File: config.mk
export PLATFORM = sky130hd
export DESIGN_NAME = scr_regs
export DESIGN_NICKNAME = d
export VERILOG_FILES = /design/src/pkg/scr_pkg.sv /design/src/pkg/scr_cnt_if.sv /design/src/hw/scr_gap_timer.sv /design/src/hw/scr_regs.sv /design/src/hw/scr_wrap_counter.sv
export SDC_FILE = /design/constraint.sdc
export NUM_CORES = 1
export LEC_CHECK = 0
export BUFFER_PORTS_ARGS = -buffer_cell sky130_fd_sc_hd__buf_4
export CORE_AREA = 5 5 193 139
export DETAILED_ROUTE_END_ITERATION = 8
export DIE_AREA = 0 0 198 144
export PLACE_DENSITY = 0.64
export SLEW_MARGIN = 20
export SYNTH_ARGS = -nofsm -noshare
export SYNTH_HDL_FRONTEND = slang
export SYNTH_SLANG_ARGS = --single-unit
export TNS_END_PERCENT = 10
File: constraint.sdc
create_clock -name sys_clk -period 2.6 [get_ports sys_clk]
set_input_delay 0.26 -clock sys_clk [delete_from_list [all_inputs] [get_ports sys_clk]]
set_output_delay 0.26 -clock sys_clk [all_outputs]
set_load 0.005 [all_outputs]
File: src/pkg/scr_pkg.sv
// Constants, register map and types for the starter communication register bank.
// Assumes a 40 MHz system clock and an AXI4-Lite master in front of the bank.
package scr_pkg;
	localparam logic [7:0] ADDR_STATUS = 8'h00;
	localparam logic [7:0] ADDR_CMD1 = 8'h04;
	localparam logic [7:0] ADDR_CMD2 = 8'h08;
	localparam logic [7:0] ADDR_DOUT = 8'h0c;
	localparam logic [7:0] ADDR_AOUT = 8'h10;
	localparam logic [7:0] ADDR_IFST = 8'h14;
	localparam logic [7:0] ADDR_RXCNT = 8'h18;
	localparam logic [7:0] ADDR_TXCNT = 8'h1c;
	localparam logic [7:0] ADDR_BADCNT = 8'h20;
	localparam logic [7:0] ADDR_BERRCNT = 8'h24;
	localparam logic [7:0] ADDR_ACTSRC = 8'h28;
	localparam int CMD_START = 0;
	localparam int CMD_ENABLE = 1;
	localparam int CMD_INCHING = 2;
	localparam int CMD_DIR = 3;
	localparam int CMD_REMOTE = 4;
	localparam int CMD_FRESET = 7;
	localparam logic [15:0] CMD_KEEP_MASK = 16'h009f;
	localparam logic [15:0] RUN_BITS_MASK = 16'h0005;
	localparam logic [15:0] DOUT_MASK = 16'h0007;
	localparam logic [15:0] CMD_RESET = 16'h0000;
	localparam logic [9:0] AOUT_RESET = 10'h000;
	localparam logic [1:0] IF_OFF = 2'h0;
	localparam logic [1:0] IF_ON = 2'h1;
	localparam logic [1:0] IF_TIMEOUT = 2'h2;
	localparam logic [1:0] RESP_OKAY = 2'h0;
	localparam logic [1:0] RESP_SLVERR = 2'h2;
	localparam int CLK_HZ = 40000000;
	localparam int GAP_US = 2005;
	localparam int GAP_CYCLES = (GAP_US * (CLK_HZ / 1000000));
	localparam logic [16:0] GAP_CYCLES_W = 17'(GAP_CYCLES);
	typedef enum logic [1:0] {SRC_LOCAL, SRC_SLOT1, SRC_SLOT2, SRC_OTHER} scr_src_t;
endpackage
File: src/pkg/scr_cnt_if.sv
// Interface carrying one event strobe and counter value between bank modules.
// Assumes a single system clock.
`timescale 1ns/1ps
interface scr_cnt_if;
	logic inc;
	logic [15:0] value;
	modport owner (input inc, output value);
	modport user (output inc, input value);
endinterface

File: src/hw/scr_gap_timer.sv
// Receive gap timer: flags telegram end after a quiet 3.5 byte-time gap.
// Assumes rxByte pulses once per received byte, synchronous to sys_clk.
`timescale 1ns/1ps
module scr_gap_timer
(
	input wire logic sys_clk,
	input wire logic reset_n,
	input wire logic rxByte,
	output logic gapExpired,
	output logic inFrame
);
	logic [16:0] gap_r;
	logic inFrame_r;
	logic expired_r;

	// Count quiet time since the last byte; restart on each byte
	always_ff @(posedge sys_clk or negedge reset_n)
	begin
		if (!reset_n)
			gap_r <= 17'h00000;
		else if (rxByte)
			gap_r <= 17'h00000;
		else if (inFrame_r && gap_r < scr_pkg::GAP_CYCLES_W)
			gap_r <= gap_r + 17'h00001;
	end

	// Frame open from first byte until the gap closes it
	always_ff @(posedge sys_clk or negedge reset_n)
	begin
		if (!reset_n)
		begin
			inFrame_r <= 1'b0;
			expired_r <= 1'b0;
		end
		else
		begin
			expired_r <= 1'b0;
			if (rxByte)
				inFrame_r <= 1'b1;
			else if (inFrame_r && gap_r == scr_pkg::GAP_CYCLES_W - 17'h00001)
			begin
				inFrame_r <= 1'b0;
				expired_r <= 1'b1;
			end
		end
	end

	assign gapExpired = expired_r;
	assign inFrame = inFrame_r;
endmodule

File: src/hw/scr_regs.sv
// Top of the communication status and command register bank, AXI4-Lite slave.
// Assumes status, event and slot inputs arrive from logic on sys_clk.
//
// Chosen here: the register addresses and register access over AXI4-Lite.
`timescale 1ns/1ps
module scr_regs
(
	input wire logic sys_clk,
	input wire logic reset_n,
	input wire logic [7:0] s_axi_awaddr,
	input wire logic s_axi_awvalid,
	output logic s_axi_awready,
	input wire logic [31:0] s_axi_wdata,
	input wire logic [3:0] s_axi_wstrb,
	input wire logic s_axi_wvalid,
	output logic s_axi_wready,
	output logic [1:0] s_axi_bresp,
	output logic s_axi_bvalid,
	input wire logic s_axi_bready,
	input wire logic [7:0] s_axi_araddr,
	input wire logic s_axi_arvalid,
	output logic s_axi_arready,
	output logic [31:0] s_axi_rdata,
	output logic [1:0] s_axi_rresp,
	output logic s_axi_rvalid,
	input wire logic s_axi_rready,
	input wire logic [15:0] driveStatus,
	input wire logic alarmActive,
	input wire logic faultActive,
	input wire logic accessoryPresent,
	input wire logic commTimeoutAlarm,
	input wire logic commTimeoutFault,
	input wire logic rxByte,
	input wire logic rxByteError,
	input wire logic rxCheckOk,
	input wire logic rxCheckBad,
	input wire logic txTelegram,
	output logic faultResetPulse,
	output logic [15:0] activeCommand,
	output logic digitalOutputOne,
	output logic digitalOutputTwo,
	output logic digitalOutputThree,
	output logic [9:0] analogOutput,
	output logic telegramEnd,
	output logic telegramDiscard
);
	logic [7:0] awAddr_r;
	logic awHave_r;
	logic [31:0] wData_r;
	logic [3:0] wStrb_r;
	logic wHave_r;
	logic bValid_r;
	logic [1:0] bResp_r;
	logic rValid_r;
	logic [31:0] rData_r;
	logic [1:0] rResp_r;
	logic [15:0] cmd1_r;
	logic [15:0] cmd2_r;
	logic [15:0] cmdNew;
	logic [15:0] dout_r;
	logic [9:0] aout_r;
	logic [1:0] actSrc_r;
	logic [15:0] status_r;
	logic [1:0] ifState_r;
	logic [15:0] active_r;
	logic prevReset_r;
	logic fResetPulse_r;
	logic doWrite;
	logic wrCmd1;
	logic wrCmd2;
	logic gapExpired;
	logic inFrame;
	logic discard_r;
	logic end_r;
	logic frameBad_r;
	logic rxTelegramDone;
	logic [31:0] rdMux;
	logic rdHit;
	logic wrHit;
	scr_cnt_if rxCnt();
	scr_cnt_if txCnt();
	scr_cnt_if badCnt();
	scr_cnt_if errCnt();

	// Write address and data captured independently, either order
	always_ff @(posedge sys_clk or negedge reset_n)
	begin
		if (!reset_n)
		begin
			awHave_r <= 1'b0;
			awAddr_r <= 8'h00;
			wHave_r <= 1'b0;
			wData_r <= 32'h00000000;
			wStrb_r <= 4'h0;
		end
		else
		begin
			if (s_axi_awvalid && s_axi_awready)
			begin
				awHave_r <= 1'b1;
				awAddr_r <= s_axi_awaddr;
			end
			else if (doWrite)
				awHave_r <= 1'b0;
			if (s_axi_wvalid && s_axi_wready)
			begin
				wHave_r <= 1'b1;
				wData_r <= s_axi_wdata;
				wStrb_r <= s_axi_wstrb;
			end
			else if (doWrite)
				wHave_r <= 1'b0;
		end
	end

	// Ready only while the holding slot is empty and no response pends
	assign s_axi_awready = !awHave_r && !bValid_r;
	assign s_axi_wready = !wHave_r && !bValid_r;
	assign doWrite = awHave_r && wHave_r && !bValid_r;

	// Decode; every mapped word answers OKAY, read-only ones drop the data, the rest answer SLVERR
	always_comb
	begin
		wrHit = 1'b0;
		unique case (awAddr_r)
			scr_pkg::ADDR_CMD1, scr_pkg::ADDR_CMD2, scr_pkg::ADDR_DOUT,
			scr_pkg::ADDR_AOUT, scr_pkg::ADDR_ACTSRC: wrHit = 1'b1;
			scr_pkg::ADDR_STATUS, scr_pkg::ADDR_IFST, scr_pkg::ADDR_RXCNT,
			scr_pkg::ADDR_TXCNT, scr_pkg::ADDR_BADCNT, scr_pkg::ADDR_BERRCNT: wrHit = 1'b1;
			default: wrHit = 1'b0;
		endcase
	end
	assign wrCmd1 = doWrite && awAddr_r == scr_pkg::ADDR_CMD1;
	assign wrCmd2 = doWrite && awAddr_r == scr_pkg::ADDR_CMD2;
	// Reserved bits dropped; a byte lane with its strobe low writes zero
	assign cmdNew = {wStrb_r[1] ? wData_r[15:8] : 8'h00, wStrb_r[0] ? wData_r[7:0] : 8'h00}
		& scr_pkg::CMD_KEEP_MASK;

	// Write response, one per accepted pair
	always_ff @(posedge sys_clk or negedge reset_n)
	begin
		if (!reset_n)
		begin
			bValid_r <= 1'b0;
			bResp_r <= scr_pkg::RESP_OKAY;
		end
		else if (doWrite)
		begin
			bValid_r <= 1'b1;
			bResp_r <= wrHit ? scr_pkg::RESP_OKAY : scr_pkg::RESP_SLVERR;
		end
		else if (s_axi_bready)
			bValid_r <= 1'b0;
	end

	// Per-slot command words; inactive slot loses run and inching bits
	always_ff @(posedge sys_clk or negedge reset_n)
	begin
		if (!reset_n)
		begin
			cmd1_r <= scr_pkg::CMD_RESET;
			cmd2_r <= scr_pkg::CMD_RESET;
		end
		else
		begin
			if (wrCmd1)
				cmd1_r <= cmdNew;
			else if (actSrc_r != 2'(scr_pkg::SRC_SLOT1))
				cmd1_r <= cmd1_r & ~scr_pkg::RUN_BITS_MASK;
			if (wrCmd2)
				cmd2_r <= cmdNew;
			else if (actSrc_r != 2'(scr_pkg::SRC_SLOT2))
				cmd2_r <= cmd2_r & ~scr_pkg::RUN_BITS_MASK;
		end
	end

	// Outputs and active source selection
	always_ff @(posedge sys_clk or negedge reset_n)
	begin
		if (!reset_n)
		begin
			dout_r <= 16'h0000;
			aout_r <= scr_pkg::AOUT_RESET;
			actSrc_r <= 2'(scr_pkg::SRC_LOCAL);
		end
		else if (doWrite && wStrb_r[0])
		begin
			if (awAddr_r == scr_pkg::ADDR_DOUT)
				dout_r <= wData_r[15:0] & scr_pkg::DOUT_MASK;
			if (awAddr_r == scr_pkg::ADDR_AOUT && wStrb_r[1])
				aout_r <= wData_r[9:0];
			if (awAddr_r == scr_pkg::ADDR_ACTSRC)
				actSrc_r <= wData_r[1:0];
		end
	end

	// Active command view and fault reset edge detect on the active word
	always_ff @(posedge sys_clk or negedge reset_n)
	begin
		if (!reset_n)
		begin
			active_r <= 16'h0000;
			prevReset_r <= 1'b0;
			fResetPulse_r <= 1'b0;
		end
		else
		begin
			unique case (actSrc_r)
				2'(scr_pkg::SRC_SLOT1): active_r <= cmd1_r;
				2'(scr_pkg::SRC_SLOT2): active_r <= cmd2_r;
				default: active_r <= 16'h0000;
			endcase
			prevReset_r <= active_r[scr_pkg::CMD_FRESET];
			fResetPulse_r <= active_r[scr_pkg::CMD_FRESET] && !prevReset_r
				&& faultActive;
		end
	end

	// Status word and interface state sampled from device logic
	always_ff @(posedge sys_clk or negedge reset_n)
	begin
		if (!reset_n)
		begin
			status_r <= 16'h0000;
			ifState_r <= scr_pkg::IF_OFF;
		end
		else
		begin
			status_r <= {faultActive, alarmActive, driveStatus[13:0]};
			if (!accessoryPresent)
				ifState_r <= scr_pkg::IF_OFF;
			else if (commTimeoutAlarm || commTimeoutFault)
				ifState_r <= scr_pkg::IF_TIMEOUT;
			else
				ifState_r <= scr_pkg::IF_ON;
		end
	end

	// Telegram framing: bad bytes mark the frame, gap closes it
	scr_gap_timer gapTimer
	(
		.sys_clk(sys_clk),
		.reset_n(reset_n),
		.rxByte(rxByte),
		.gapExpired(gapExpired),
		.inFrame(inFrame)
	);

	// A frame ended by timeout after an errored byte is discarded
	always_ff @(posedge sys_clk or negedge reset_n)
	begin
		if (!reset_n)
		begin
			frameBad_r <= 1'b0;
			discard_r <= 1'b0;
			end_r <= 1'b0;
		end
		else
		begin
			end_r <= gapExpired;
			discard_r <= gapExpired && frameBad_r;
			if (rxByteError)
				frameBad_r <= 1'b1; // Set wins, so a bad opening byte is kept
			else if (gapExpired || !inFrame)
				frameBad_r <= 1'b0;
		end
	end

	assign rxTelegramDone = rxCheckOk || rxCheckBad;
	assign rxCnt.inc = rxTelegramDone;
	assign txCnt.inc = txTelegram;
	assign badCnt.inc = rxCheckBad;
	assign errCnt.inc = rxByteError;

	scr_wrap_counter rxCounter (.sys_clk(sys_clk), .reset_n(reset_n), .cnt(rxCnt));
	scr_wrap_counter txCounter (.sys_clk(sys_clk), .reset_n(reset_n), .cnt(txCnt));
	scr_wrap_counter badCounter (.sys_clk(sys_clk), .reset_n(reset_n), .cnt(badCnt));
	scr_wrap_counter errCounter (.sys_clk(sys_clk), .reset_n(reset_n), .cnt(errCnt));

	// Read mux; upper bits read zero
	always_comb
	begin
		rdMux = 32'h00000000;
		rdHit = 1'b1;
		unique case (s_axi_araddr)
			scr_pkg::ADDR_STATUS: rdMux = {16'h0000, status_r};
			scr_pkg::ADDR_CMD1: rdMux = {16'h0000, cmd1_r};
			scr_pkg::ADDR_CMD2: rdMux = {16'h0000, cmd2_r};
			scr_pkg::ADDR_DOUT: rdMux = {16'h0000, dout_r};
			scr_pkg::ADDR_AOUT: rdMux = {22'h000000, aout_r};
			scr_pkg::ADDR_IFST: rdMux = {30'h00000000, ifState_r};
			scr_pkg::ADDR_RXCNT: rdMux = {16'h0000, rxCnt.value};
			scr_pkg::ADDR_TXCNT: rdMux = {16'h0000, txCnt.value};
			scr_pkg::ADDR_BADCNT: rdMux = {16'h0000, badCnt.value};
			scr_pkg::ADDR_BERRCNT: rdMux = {16'h0000, errCnt.value};
			scr_pkg::ADDR_ACTSRC: rdMux = {30'h00000000, actSrc_r};
			default: rdHit = 1'b0;
		endcase
	end

	// Read channel, one outstanding read
	assign s_axi_arready = !rValid_r;
	always_ff @(posedge sys_clk or negedge reset_n)
	begin
		if (!reset_n)
		begin
			rValid_r <= 1'b0;
			rData_r <= 32'h00000000;
			rResp_r <= scr_pkg::RESP_OKAY;
		end
		else if (s_axi_arvalid && !rValid_r)
		begin
			rValid_r <= 1'b1;
			rData_r <= rdMux;
			rResp_r <= rdHit ? scr_pkg::RESP_OKAY : scr_pkg::RESP_SLVERR;
		end
		else if (s_axi_rready)
			rValid_r <= 1'b0;
	end

	assign s_axi_bvalid = bValid_r;
	assign s_axi_bresp = bResp_r;
	assign s_axi_rvalid = rValid_r;
	assign s_axi_rdata = rData_r;
	assign s_axi_rresp = rResp_r;
	assign faultResetPulse = fResetPulse_r;
	assign activeCommand = active_r;
	assign digitalOutputOne = dout_r[0];
	assign digitalOutputTwo = dout_r[1];
	assign digitalOutputThree = dout_r[2];
	assign analogOutput = aout_r;
	assign telegramEnd = end_r;
	assign telegramDiscard = discard_r;

	AST_FRESET_EDGE: assert property (@(posedge sys_clk) disable iff (!reset_n)
		faultResetPulse |-> $past(faultActive) && $past(prevReset_r) == 1'b0
		&& $past(active_r[scr_pkg::CMD_FRESET]))
		else $error("fault reset without rising edge");
	AST_FRESET_ONCE: assert property (@(posedge sys_clk) disable iff (!reset_n)
		faultResetPulse |=> !faultResetPulse)
		else $error("fault reset repeated");
	AST_INACTIVE_CLR: assert property (@(posedge sys_clk) disable iff (!reset_n)
		actSrc_r != 2'(scr_pkg::SRC_SLOT1) && !wrCmd1 |=> (cmd1_r & scr_pkg::RUN_BITS_MASK) == 16'h0000)
		else $error("inactive slot kept run bits");
	AST_CMD_RSVD: assert property (@(posedge sys_clk) disable iff (!reset_n)
		((cmd1_r | cmd2_r) & ~scr_pkg::CMD_KEEP_MASK) == 16'h0000)
		else $error("reserved command bit set");
	AST_STATUS_FAULT: assert property (@(posedge sys_clk) disable iff (!reset_n)
		##1 status_r[15] == $past(faultActive) && status_r[14] == $past(alarmActive))
		else $error("status alarm or fault wrong");
	AST_STATUS_LOW: assert property (@(posedge sys_clk) disable iff (!reset_n)
		##1 status_r[13:0] == $past(driveStatus[13:0]))
		else $error("status low bits wrong");
	AST_IF_STATE: assert property (@(posedge sys_clk) disable iff (!reset_n)
		!accessoryPresent |=> ifState_r == scr_pkg::IF_OFF)
		else $error("interface state not off");
	AST_IF_TIMEOUT: assert property (@(posedge sys_clk) disable iff (!reset_n)
		accessoryPresent && commTimeoutFault |=> ifState_r == scr_pkg::IF_TIMEOUT)
		else $error("interface timeout not shown");
	AST_DOUT: assert property (@(posedge sys_clk) disable iff (!reset_n)
		dout_r[15:3] == 13'h0000)
		else $error("reserved output bits set");
	AST_BVALID_HOLD: assert property (@(posedge sys_clk) disable iff (!reset_n)
		s_axi_bvalid && !s_axi_bready |=> s_axi_bvalid)
		else $error("bvalid dropped early");
	COV_WRITE: cover property (@(posedge sys_clk) disable iff (!reset_n) doWrite);
	COV_READ: cover property (@(posedge sys_clk) disable iff (!reset_n) s_axi_rvalid && s_axi_rready);
	COV_FRESET: cover property (@(posedge sys_clk) disable iff (!reset_n) faultResetPulse);
	COV_GAP: cover property (@(posedge sys_clk) disable iff (!reset_n) telegramEnd);
endmodule

File: src/hw/scr_wrap_counter.sv
// Sixteen-bit wrapping event counter.
// Assumes the increment strobe is already synchronous to sys_clk.
`timescale 1ns/1ps
module scr_wrap_counter
(
	input wire logic sys_clk,
	input wire logic reset_n,
	scr_cnt_if.owner cnt
);
	logic [15:0] count_r;

	// Plain modular add, never saturates
	always_ff @(posedge sys_clk or negedge reset_n)
	begin
		if (!reset_n)
			count_r <= 16'h0000;
		else if (cnt.inc)
			count_r <= count_r + 16'h0001;
	end

	assign cnt.value = count_r;

	AST_CNT_WRAP: assert property (@(posedge sys_clk) disable iff (!reset_n)
		cnt.inc && count_r == 16'hffff |=> count_r == 16'h0000)
		else $error("counter did not wrap");
	AST_CNT_HOLD: assert property (@(posedge sys_clk) disable iff (!reset_n)
		!cnt.inc |=> $stable(count_r))
		else $error("counter moved without event");
endmodule

==> summary.txt, run 1 <==
Critical path
  – Crit path max-delay family: compound AO/OA/AOI/OAI gates
  – CP Launch Type: register
  – Critical Path AT: 2490 ps
  – WP depth: 5
  – RR Startpoint: gapTimer.gap_r[5]
  – Worst reg2reg path depth: 5
  – R2R setup slack: 430 ps
  – Capturing point of the worst reg2reg path: gapTimer.gap_r[9]
  – Crit Path Category: register to register
  – CP Max Fanout: 15
  – Setup crit end kind: register
  – CP peak stage delay: 460 ps
  – CP cell instances: o311ai_0 -> a31oi_2 -> nor3_1 -> a21oi_1 -> a31o_2
  – Crit path from: gapTimer.gap_r[5]
  – WP data required: 2920 ps
  – Crit path to: gapTimer.gap_r[9]
  – WP buf/inv: 0
  – Slowest cell on crit path: dfrtp_1

Synth
  – Top post-synthesis cells by count: dfrtp_1, nand2_1, nor2_1, xnor2_1, mux2_2
  – Async SR Flop Fraction: 1.00
  – Synth Instances: 776
  – Synth Flop Type: dfrtp_1
  – Yosys warnings: 0
  – Synth area leaders: dfrtp_1, mux2_2, xnor2_1, nand2_1, nor2_1
  – Synth Cell Area: 8490 µm²
  – Post-synth top area share: 0.536
  – Unique masters post-synth: 52
  – Post-synth EDFFs: 0
  – Seq/Total Area, Yosys: 0.536
  – Count leader, synth: dfrtp_1
  – Leading area contributor after synthesis: dfrtp_1
  – Mean area per synthesized cell: 10.9 µm²
  – FF+latch count, synth: 182

Die
  – Die W: 198 µm
  – Starting Density: 0.340
  – Io pins: 158
  – Die Ht: 144 µm
  – Area of the core: 25000 µm²
  – Die ar.: 28500 µm²
  – Row count: 49

Outcome
  – Status: finished clean

Route
  – Drt via density: 4.99
  – WL per Instance: 17.8 µm
  – DRT iter0 DRCs: 536
  – Post-route ant nets: 0
  – First drt pass iteration count: 5
  – Post-Route WL: 22100 µm
  – Vias: 6204
  – DRC: 0

Placed design
  – GPL Wtd Cong: 0.883
  – DP HPWL: 16200 µm
  – Port bufs: 113
  – Place WS: 404 ps

Clocking
  – CTS tree: yes
  – Clock Latency Late Sink: 430 ps
  – Sink Count: 182
  – Max clock buf depth: 2
  – Clk pin slew, worst setup/hold paths: 70 ps
  – Number of CTS-inserted buffers: 17
  – Resize count post-CTS: 0
  – H-tree depth: 4
  – Root Buffer: clkbuf_16

Global route
  – Number of global-route vias before repair: 6057
  – Total track usage: 0.157
  – First-pass GRT wire length: 34800 µm
  – GRT overflow: 0
  – Largest net degree at the start of global routing: 59
  – Antenna violations before repair: 0

Pwr
  – PD cells: 764 nW/µm²
  – Switching Share: 0.290
  – Sequential share of power: 0.483
  – Clock share of power: 0.348
  – Net Sw Power: 0.00232 W
  – P_int: 0.00568 W
  – Worst vdd ir: 0.518 mV
  – Static Leak: 4.69 nW
  – Comb power frac: 0.169

STA
  – Pin slew with the least headroom to its limit: 756 ps
  – Final WS setup: 427 ps
  – Clock Skew: 7.85 ps
  – Final period utilization: 0.836
  – Final hold violations: 0
  – Fin crit period: 2170 ps
  – Fin Setup TNS: 0 ps
  – Final Setup Violations: 0
  – Slew margin rel.: 0.495
  – FMAX: 0.460 GHz
  – Final slew viol count: 0
  – Hold_ws: 27.7 ps
  – Unrepaired setup endpoints after global routing: no

Cells and area
  – Fillers: 2411
  – Growth of design area from synthesis to finish: 23.2%
  – Final core utilization: 0.418
  – Diodes inserted: 0
  – Fin nets: 992
  – Share of cells above drive strength 1: 0.243

Hold path
  – Hold Crit Class: input pin to register

Run
  – Max_cap viols: 0
## worst min path at each step
| stage | startpoint | endpoint | cells after the start |
|---|---|---|---|
| final | s_axi_rready | s_axi_rvalid | 2 |
| after global routing | s_axi_rready | s_axi_rvalid | 2 |
| after CTS | s_axi_rready | s_axi_rvalid | 2 |
| after detailed placement | reset_n | status_r[15] | 1 |
| after global placement | reset_n | errCounter.cnt.value[11] | 1 |
| after floorplan | reset_n | actSrc_r[0] | 0 |
## state kept, by name, summed over array words and instances (netlist names), 10 cells and up
register	cells
badCounter.cnt.value	16
wData_r	10
errCounter.cnt.value	16
rxCounter.cnt.value	16
status_r	16
s_axi_rdata	16
analogOutput	10
txCounter.cnt.value	16
gapTimer.gap_r	17
## stage by stage
step | total power [W] | std cells | cell area [µm²]
after global placement | 0.00518 | 1192 | 9620
final | 0.00800 | 1244 | 10500
after CTS | 0.00810 | 1244 | 10500
after detailed placement | 0.00523 | 1192 | 9620
after floorplan | 0.00463 | 794 | 8560
after global routing | 0.00843 | 1244 | 10500
## per-layer routing
metal / part of all wire / up-vias / GRT usage / routed length [µm]
met4: 0.013 / 0 / 0.0380 / 291
li1: - / 2949 / - / -
met1: 0.50 / 3087 / 0.239 / 11100
met2: 0.43 / 151 / 0.225 / 9530
met5: 0 / - / 0 / 0
met3: 0.052 / 17 / 0.0391 / 1160
## cell families after synthesis
logic type / after synthesis / synth area share
xor+xnor: 74 / 0.0763
flops: 182 / 0.536
buf+inv: 66 / 0.0411
mux: 66 / 0.0859
simple gates: 265 / 0.160
compound gates: 115 / 0.0902
fa+ha+maj: 7 / 0.0103
other cells: 1 / 0.000442
## power by group through the flow
stage	sequential, W	clock, W	combinational (W)
4_1_cts	0.00385	0.00288	0.00137
6_report	0.00386	0.00279	0.00135
2_1_floorplan	0.00369	0	0.000940
3_3_place_gp	0.00388	0	0.00130
5_1_grt	0.00393	0.00299	0.00151
3_5_place_dp	0.00389	0	0.00134
## placed cells by master (no fill, tap or decap), types with 11 or more instances in the layout
| cell type | count |
|---|---|
| a21oi_1 | 16 |
| a22o_1 | 21 |
| a22oi_1 | 13 |
| and3_1 | 20 |
| buf_4 | 121 |
| clkbuf_16 | 17 |
| conb_1 | 19 |
| dfrtp_1 | 182 |
| dlygate4sd3_1 | 20 |
| mux2_2 | 55 |
| mux2i_1 | 11 |
| nand2_1 | 77 |
| nand3_1 | 31 |
| nand4_1 | 21 |
| nor2_1 | 56 |
| o21ai_0 | 38 |
| xnor2_1 | 56 |
| xor2_1 | 18 |
## layout make-up
type	instances	area, µm²	area share
Sequential cell	182	4550	0.435
Multi-Input combinational cell	546	3660	0.350
Timing Repair Buffer	144	1160	0.111
Clock buffer	18	439	0.0420
Tap cell	331	414	0.0396
Clock inverter	14	198	0.0189
Inverter	9	33.8	0.00323
## timing repair
item	4_1_cts	5_1_grt
buffers inserted	0	0
hold buffers	20	0
hold endpoints to repair	72	0
Power figures use the tool's default switching activity.
==> run 2, diff against run 1 <==
--- a/config.mk
+++ b/config.mk
@@ -5,11 +5,12 @@
 export SDC_FILE = /design/constraint.sdc
 export NUM_CORES = 1
 export LEC_CHECK = 0
+export ABC_AREA = 1
 export BUFFER_PORTS_ARGS = -buffer_cell sky130_fd_sc_hd__buf_4
-export CORE_AREA = 5 5 193 139
+export CORE_AREA = 5 5 200 144
 export DETAILED_ROUTE_END_ITERATION = 8
-export DIE_AREA = 0 0 198 144
-export PLACE_DENSITY = 0.64
+export DIE_AREA = 0 0 205 149
+export PLACE_DENSITY = 0.65
 export SLEW_MARGIN = 20
 export SYNTH_ARGS = -nofsm -noshare
 export SYNTH_HDL_FRONTEND = slang
==> constraint.sdc (replaced) <==
create_clock -name sys_clk -period 1.88 [get_ports sys_clk]
set_input_delay 0.188 -clock sys_clk [delete_from_list [all_inputs] [get_ports sys_clk]]
set_output_delay 0.188 -clock sys_clk [all_outputs]
set_load 0.005 [all_outputs]
==> run 2 against run 1 <==
  * Core utilization up 1.7 points
  * Largest cell class unchanged
  * Via count up 25%
  * Die area up 7.1%
  * Global-route usage up 0.78 points
  * Worst hold slack worse by 13 ps
  * Sequential share of layout area down 4.0 points
  * Clock power up 41%
  * Synthesized cell count up 45%
  * Non-clock buffer count up 40
  * Combinational power up 56%
  * Highest routed layer unchanged
==> summary.txt, run 2 <==
Outcome
  – Status: finished clean

Cells and area
  – Diodes inserted: 0
  – Design area: 11500 µm²
  – Growth of design area from synthesis to finish: 26.1%
  – Most frequent cells in the layout: nand2_1, dfrtp_1, buf_4
  – Register name with the most flops: gapTimer.gap_r
  – Share of cells above drive strength 1: 0.162
  – Max reg flops: 17
  – Commonest non-fill, non-tap cell in the layout: nand2_1
  – Fin nets: 1386
  – Reg area: 4550 µm²
  – Fillers: 2646
  – Multi-input logic area: 3790 µm²

Clocking
  – CTS tree: yes
  – Max clock buf depth: 2
  – Root Buffer: clkbuf_16
  – Sink Count: 182
  – H-tree depth: 4
  – Clock Latency Late Sink: 440 ps
  – Number of CTS-inserted buffers: 17
  – Clk pin slew, worst setup/hold paths: 70 ps

STA
  – Unrepaired setup endpoints after global routing: no
  – Hold_ws: 14.5 ps
  – Final Setup Violations: 0
  – Fin Setup TNS: 0 ps
  – Fin crit period: 1680 ps
  – Slew margin rel.: 0.557
  – Clock Skew: 8.21 ps
  – Final hold violations: 0
  – Final slew viol count: 0
  – Final WS setup: 200 ps
  – FMAX: 0.595 GHz
  – Final period utilization: 0.893
  – Pin slew with the least headroom to its limit: 662 ps

Synth
  – FF+latch count, synth: 182
  – Mean area per synthesized cell: 8.11 µm²
  – Yosys warnings: 0
  – Synth Flop Type: dfrtp_1
  – Leading area contributor after synthesis: dfrtp_1
  – Unique masters post-synth: 41
  – Top post-synthesis cells by count: nand2_1, dfrtp_1, inv_1
  – Synth Instances: 1125
  – Post-synth top area share: 0.499
  – Synth area leaders: dfrtp_1, nand2_1, nand3_1, inv_1, nor2_1
  – Async SR Flop Fraction: 1.00
  – Count leader, synth: nand2_1
  – Seq/Total Area, Yosys: 0.499
  – Post-synth EDFFs: 0
  – Synth Cell Area: 9130 µm²

Critical path
  – CP cell instances: ha_1 -> inv_1 -> nor2_2 -> nand3_1 -> nor2_1 -> nand3_1 -> xnor2_1
  – WP data required: 2210 ps
  – Crit Path Category: register to register
  – Setup crit end kind: register
  – Crit path max-delay family: simple AND/OR/NAND/NOR gates
  – RR Startpoint: rxCounter.cnt.value[0]
  – WP depth: 7
  – WP buf/inv: 1
  – Slowest cell on crit path: dfrtp_1
  – Worst reg2reg path depth: 7
  – CP peak stage delay: 420 ps
  – CP Launch Type: register
  – Worst path most repeated cell: nand3_1
  – Capturing point of the worst reg2reg path: rxCounter.cnt.value[10]
  – R2R setup slack: 200 ps
  – Critical Path AT: 2010 ps
  – CP Max Fanout: 4

Hold path
  – Min-delay src: s_axi_wdata[7]
  – Hold Crit Class: input pin to register
  – Hold Crit Depth: 3
  – Worst hold endpoint: wData_r[7]

Route
  – WL per Instance: 14.7 µm
  – Post-Route WL: 24500 µm
  – Post-route ant nets: 0
  – DRC: 0
  – DRT iter0 DRCs: 585
  – Drt via density: 4.64
  – First drt pass iteration count: 6
  – Vias: 7744

Global route
  – Largest net degree at the start of global routing: 53
  – Number of global-route vias before repair: 7533
  – GRT overflow: 0
  – Met2 Usage GRT: 0.243
  – First-pass GRT wire length: 40100 µm
  – GR Util met1: 0.250
  – Total track usage: 0.165
  – M3 GR Usage: 0.0361
  – Layer with the highest usage: met1
  – Antenna violations before repair: 0

Pwr
  – Worst vdd ir: 0.758 mV
  – Static Leak: 5.85 nW
  – PD cells: 983 nW/µm²

Placed design
  – Post-placement cell area: 10400 µm²
  – DP HPWL: 18700 µm
  – Place WS: 188 ps
  – GPL Wtd Cong: 0.894
  – Port bufs: 113

Die
  – Io pins: 158
  – Area of the core: 26500 µm²
  – Die ar.: 30500 µm²
  – Die W: 205 µm
  – Row count: 50
  – Die Ht: 149 µm
  – Starting Density: 0.345

Run
  – Max_cap viols: 0
-- run 2: how the worst max path moves through the flow --
stage                                 start                       end
global route         rxCounter.cnt.value[0]   rxCounter.cnt.value[10]
finish               rxCounter.cnt.value[0]   rxCounter.cnt.value[10]
detailed placement          s_axi_araddr[0]            s_axi_rdata[6]
floorplan           errCounter.cnt.value[0]  errCounter.cnt.value[12]
CTS                  rxCounter.cnt.value[0]   rxCounter.cnt.value[10]
global placement            s_axi_araddr[0]            s_axi_rdata[6]
-- run 2: layer usage --
layer | up-vias | share of wire
met3 | 19 | 0.059
met4 | 0 | 0.0092
met2 | 191 | 0.43
li1 | 3850 | -
met5 | - | 0
met1 | 3684 | 0.50
-- run 2: what timing repair did --
| action | in CTS | in global routing |
|---|---|---|
| setup endpoints to repair | 0 | 2 |
| resized for setup | 0 | 2 |
| hold buffers | 43 | 0 |
| hold endpoints to repair | 89 | 0 |
| buffers inserted | 0 | 0 |
-- run 2: area by class of cell --
| cell class | count | share of cell area |
|---|---|---|
| flip-flops and latches | 182 | 0.396 |
| clock inverters | 8 | 0.0150 |
| repair buffers | 184 | 0.135 |
| well taps | 364 | 0.0396 |
| inverters | 135 | 0.0442 |
| multi-input cells | 774 | 0.330 |
| clock buffers | 21 | 0.0409 |
-- run 2: worst min-delay path: stages --
cell	delay (ps)
buf_4	80
nor2_1	40
a21oi_1	100
-- run 2: cell families (layout without fill, tap and decap cells) --
group / after synthesis / count (layout) / share of synthesized area
AOI/OAI and AO/OA: 108 / 108 / 0.0618
DFF: 182 / 182 / 0.499
adders and majority gates: 7 / 7 / 0.00960
muxes: 5 / 5 / 0.00617
xor gates and xnor gates: 54 / 54 / 0.0518
and+or+nand+nor: 581 / 581 / 0.278
other: 1 / 19 / 0.000411
buffers and inverters: 187 / 348 / 0.0935
-- run 2: per-stage QoR --
step	util	instances	total power, W
after floorplan	-	1143	0.00650
after global routing	0.435	1668	0.0120
final	0.435	1668	0.0113
after detailed placement	0.394	1596	0.00736
after CTS	0.435	1668	0.0114
after global placement	0.394	1596	0.00727
-- run 2: power by group --
part	internal, W	total, W	switching, W
Combinational	0.000877	0.00211	0.00123
Sequential	0.00458	0.00527	0.000692
Clock	0.00245	0.00393	0.00148
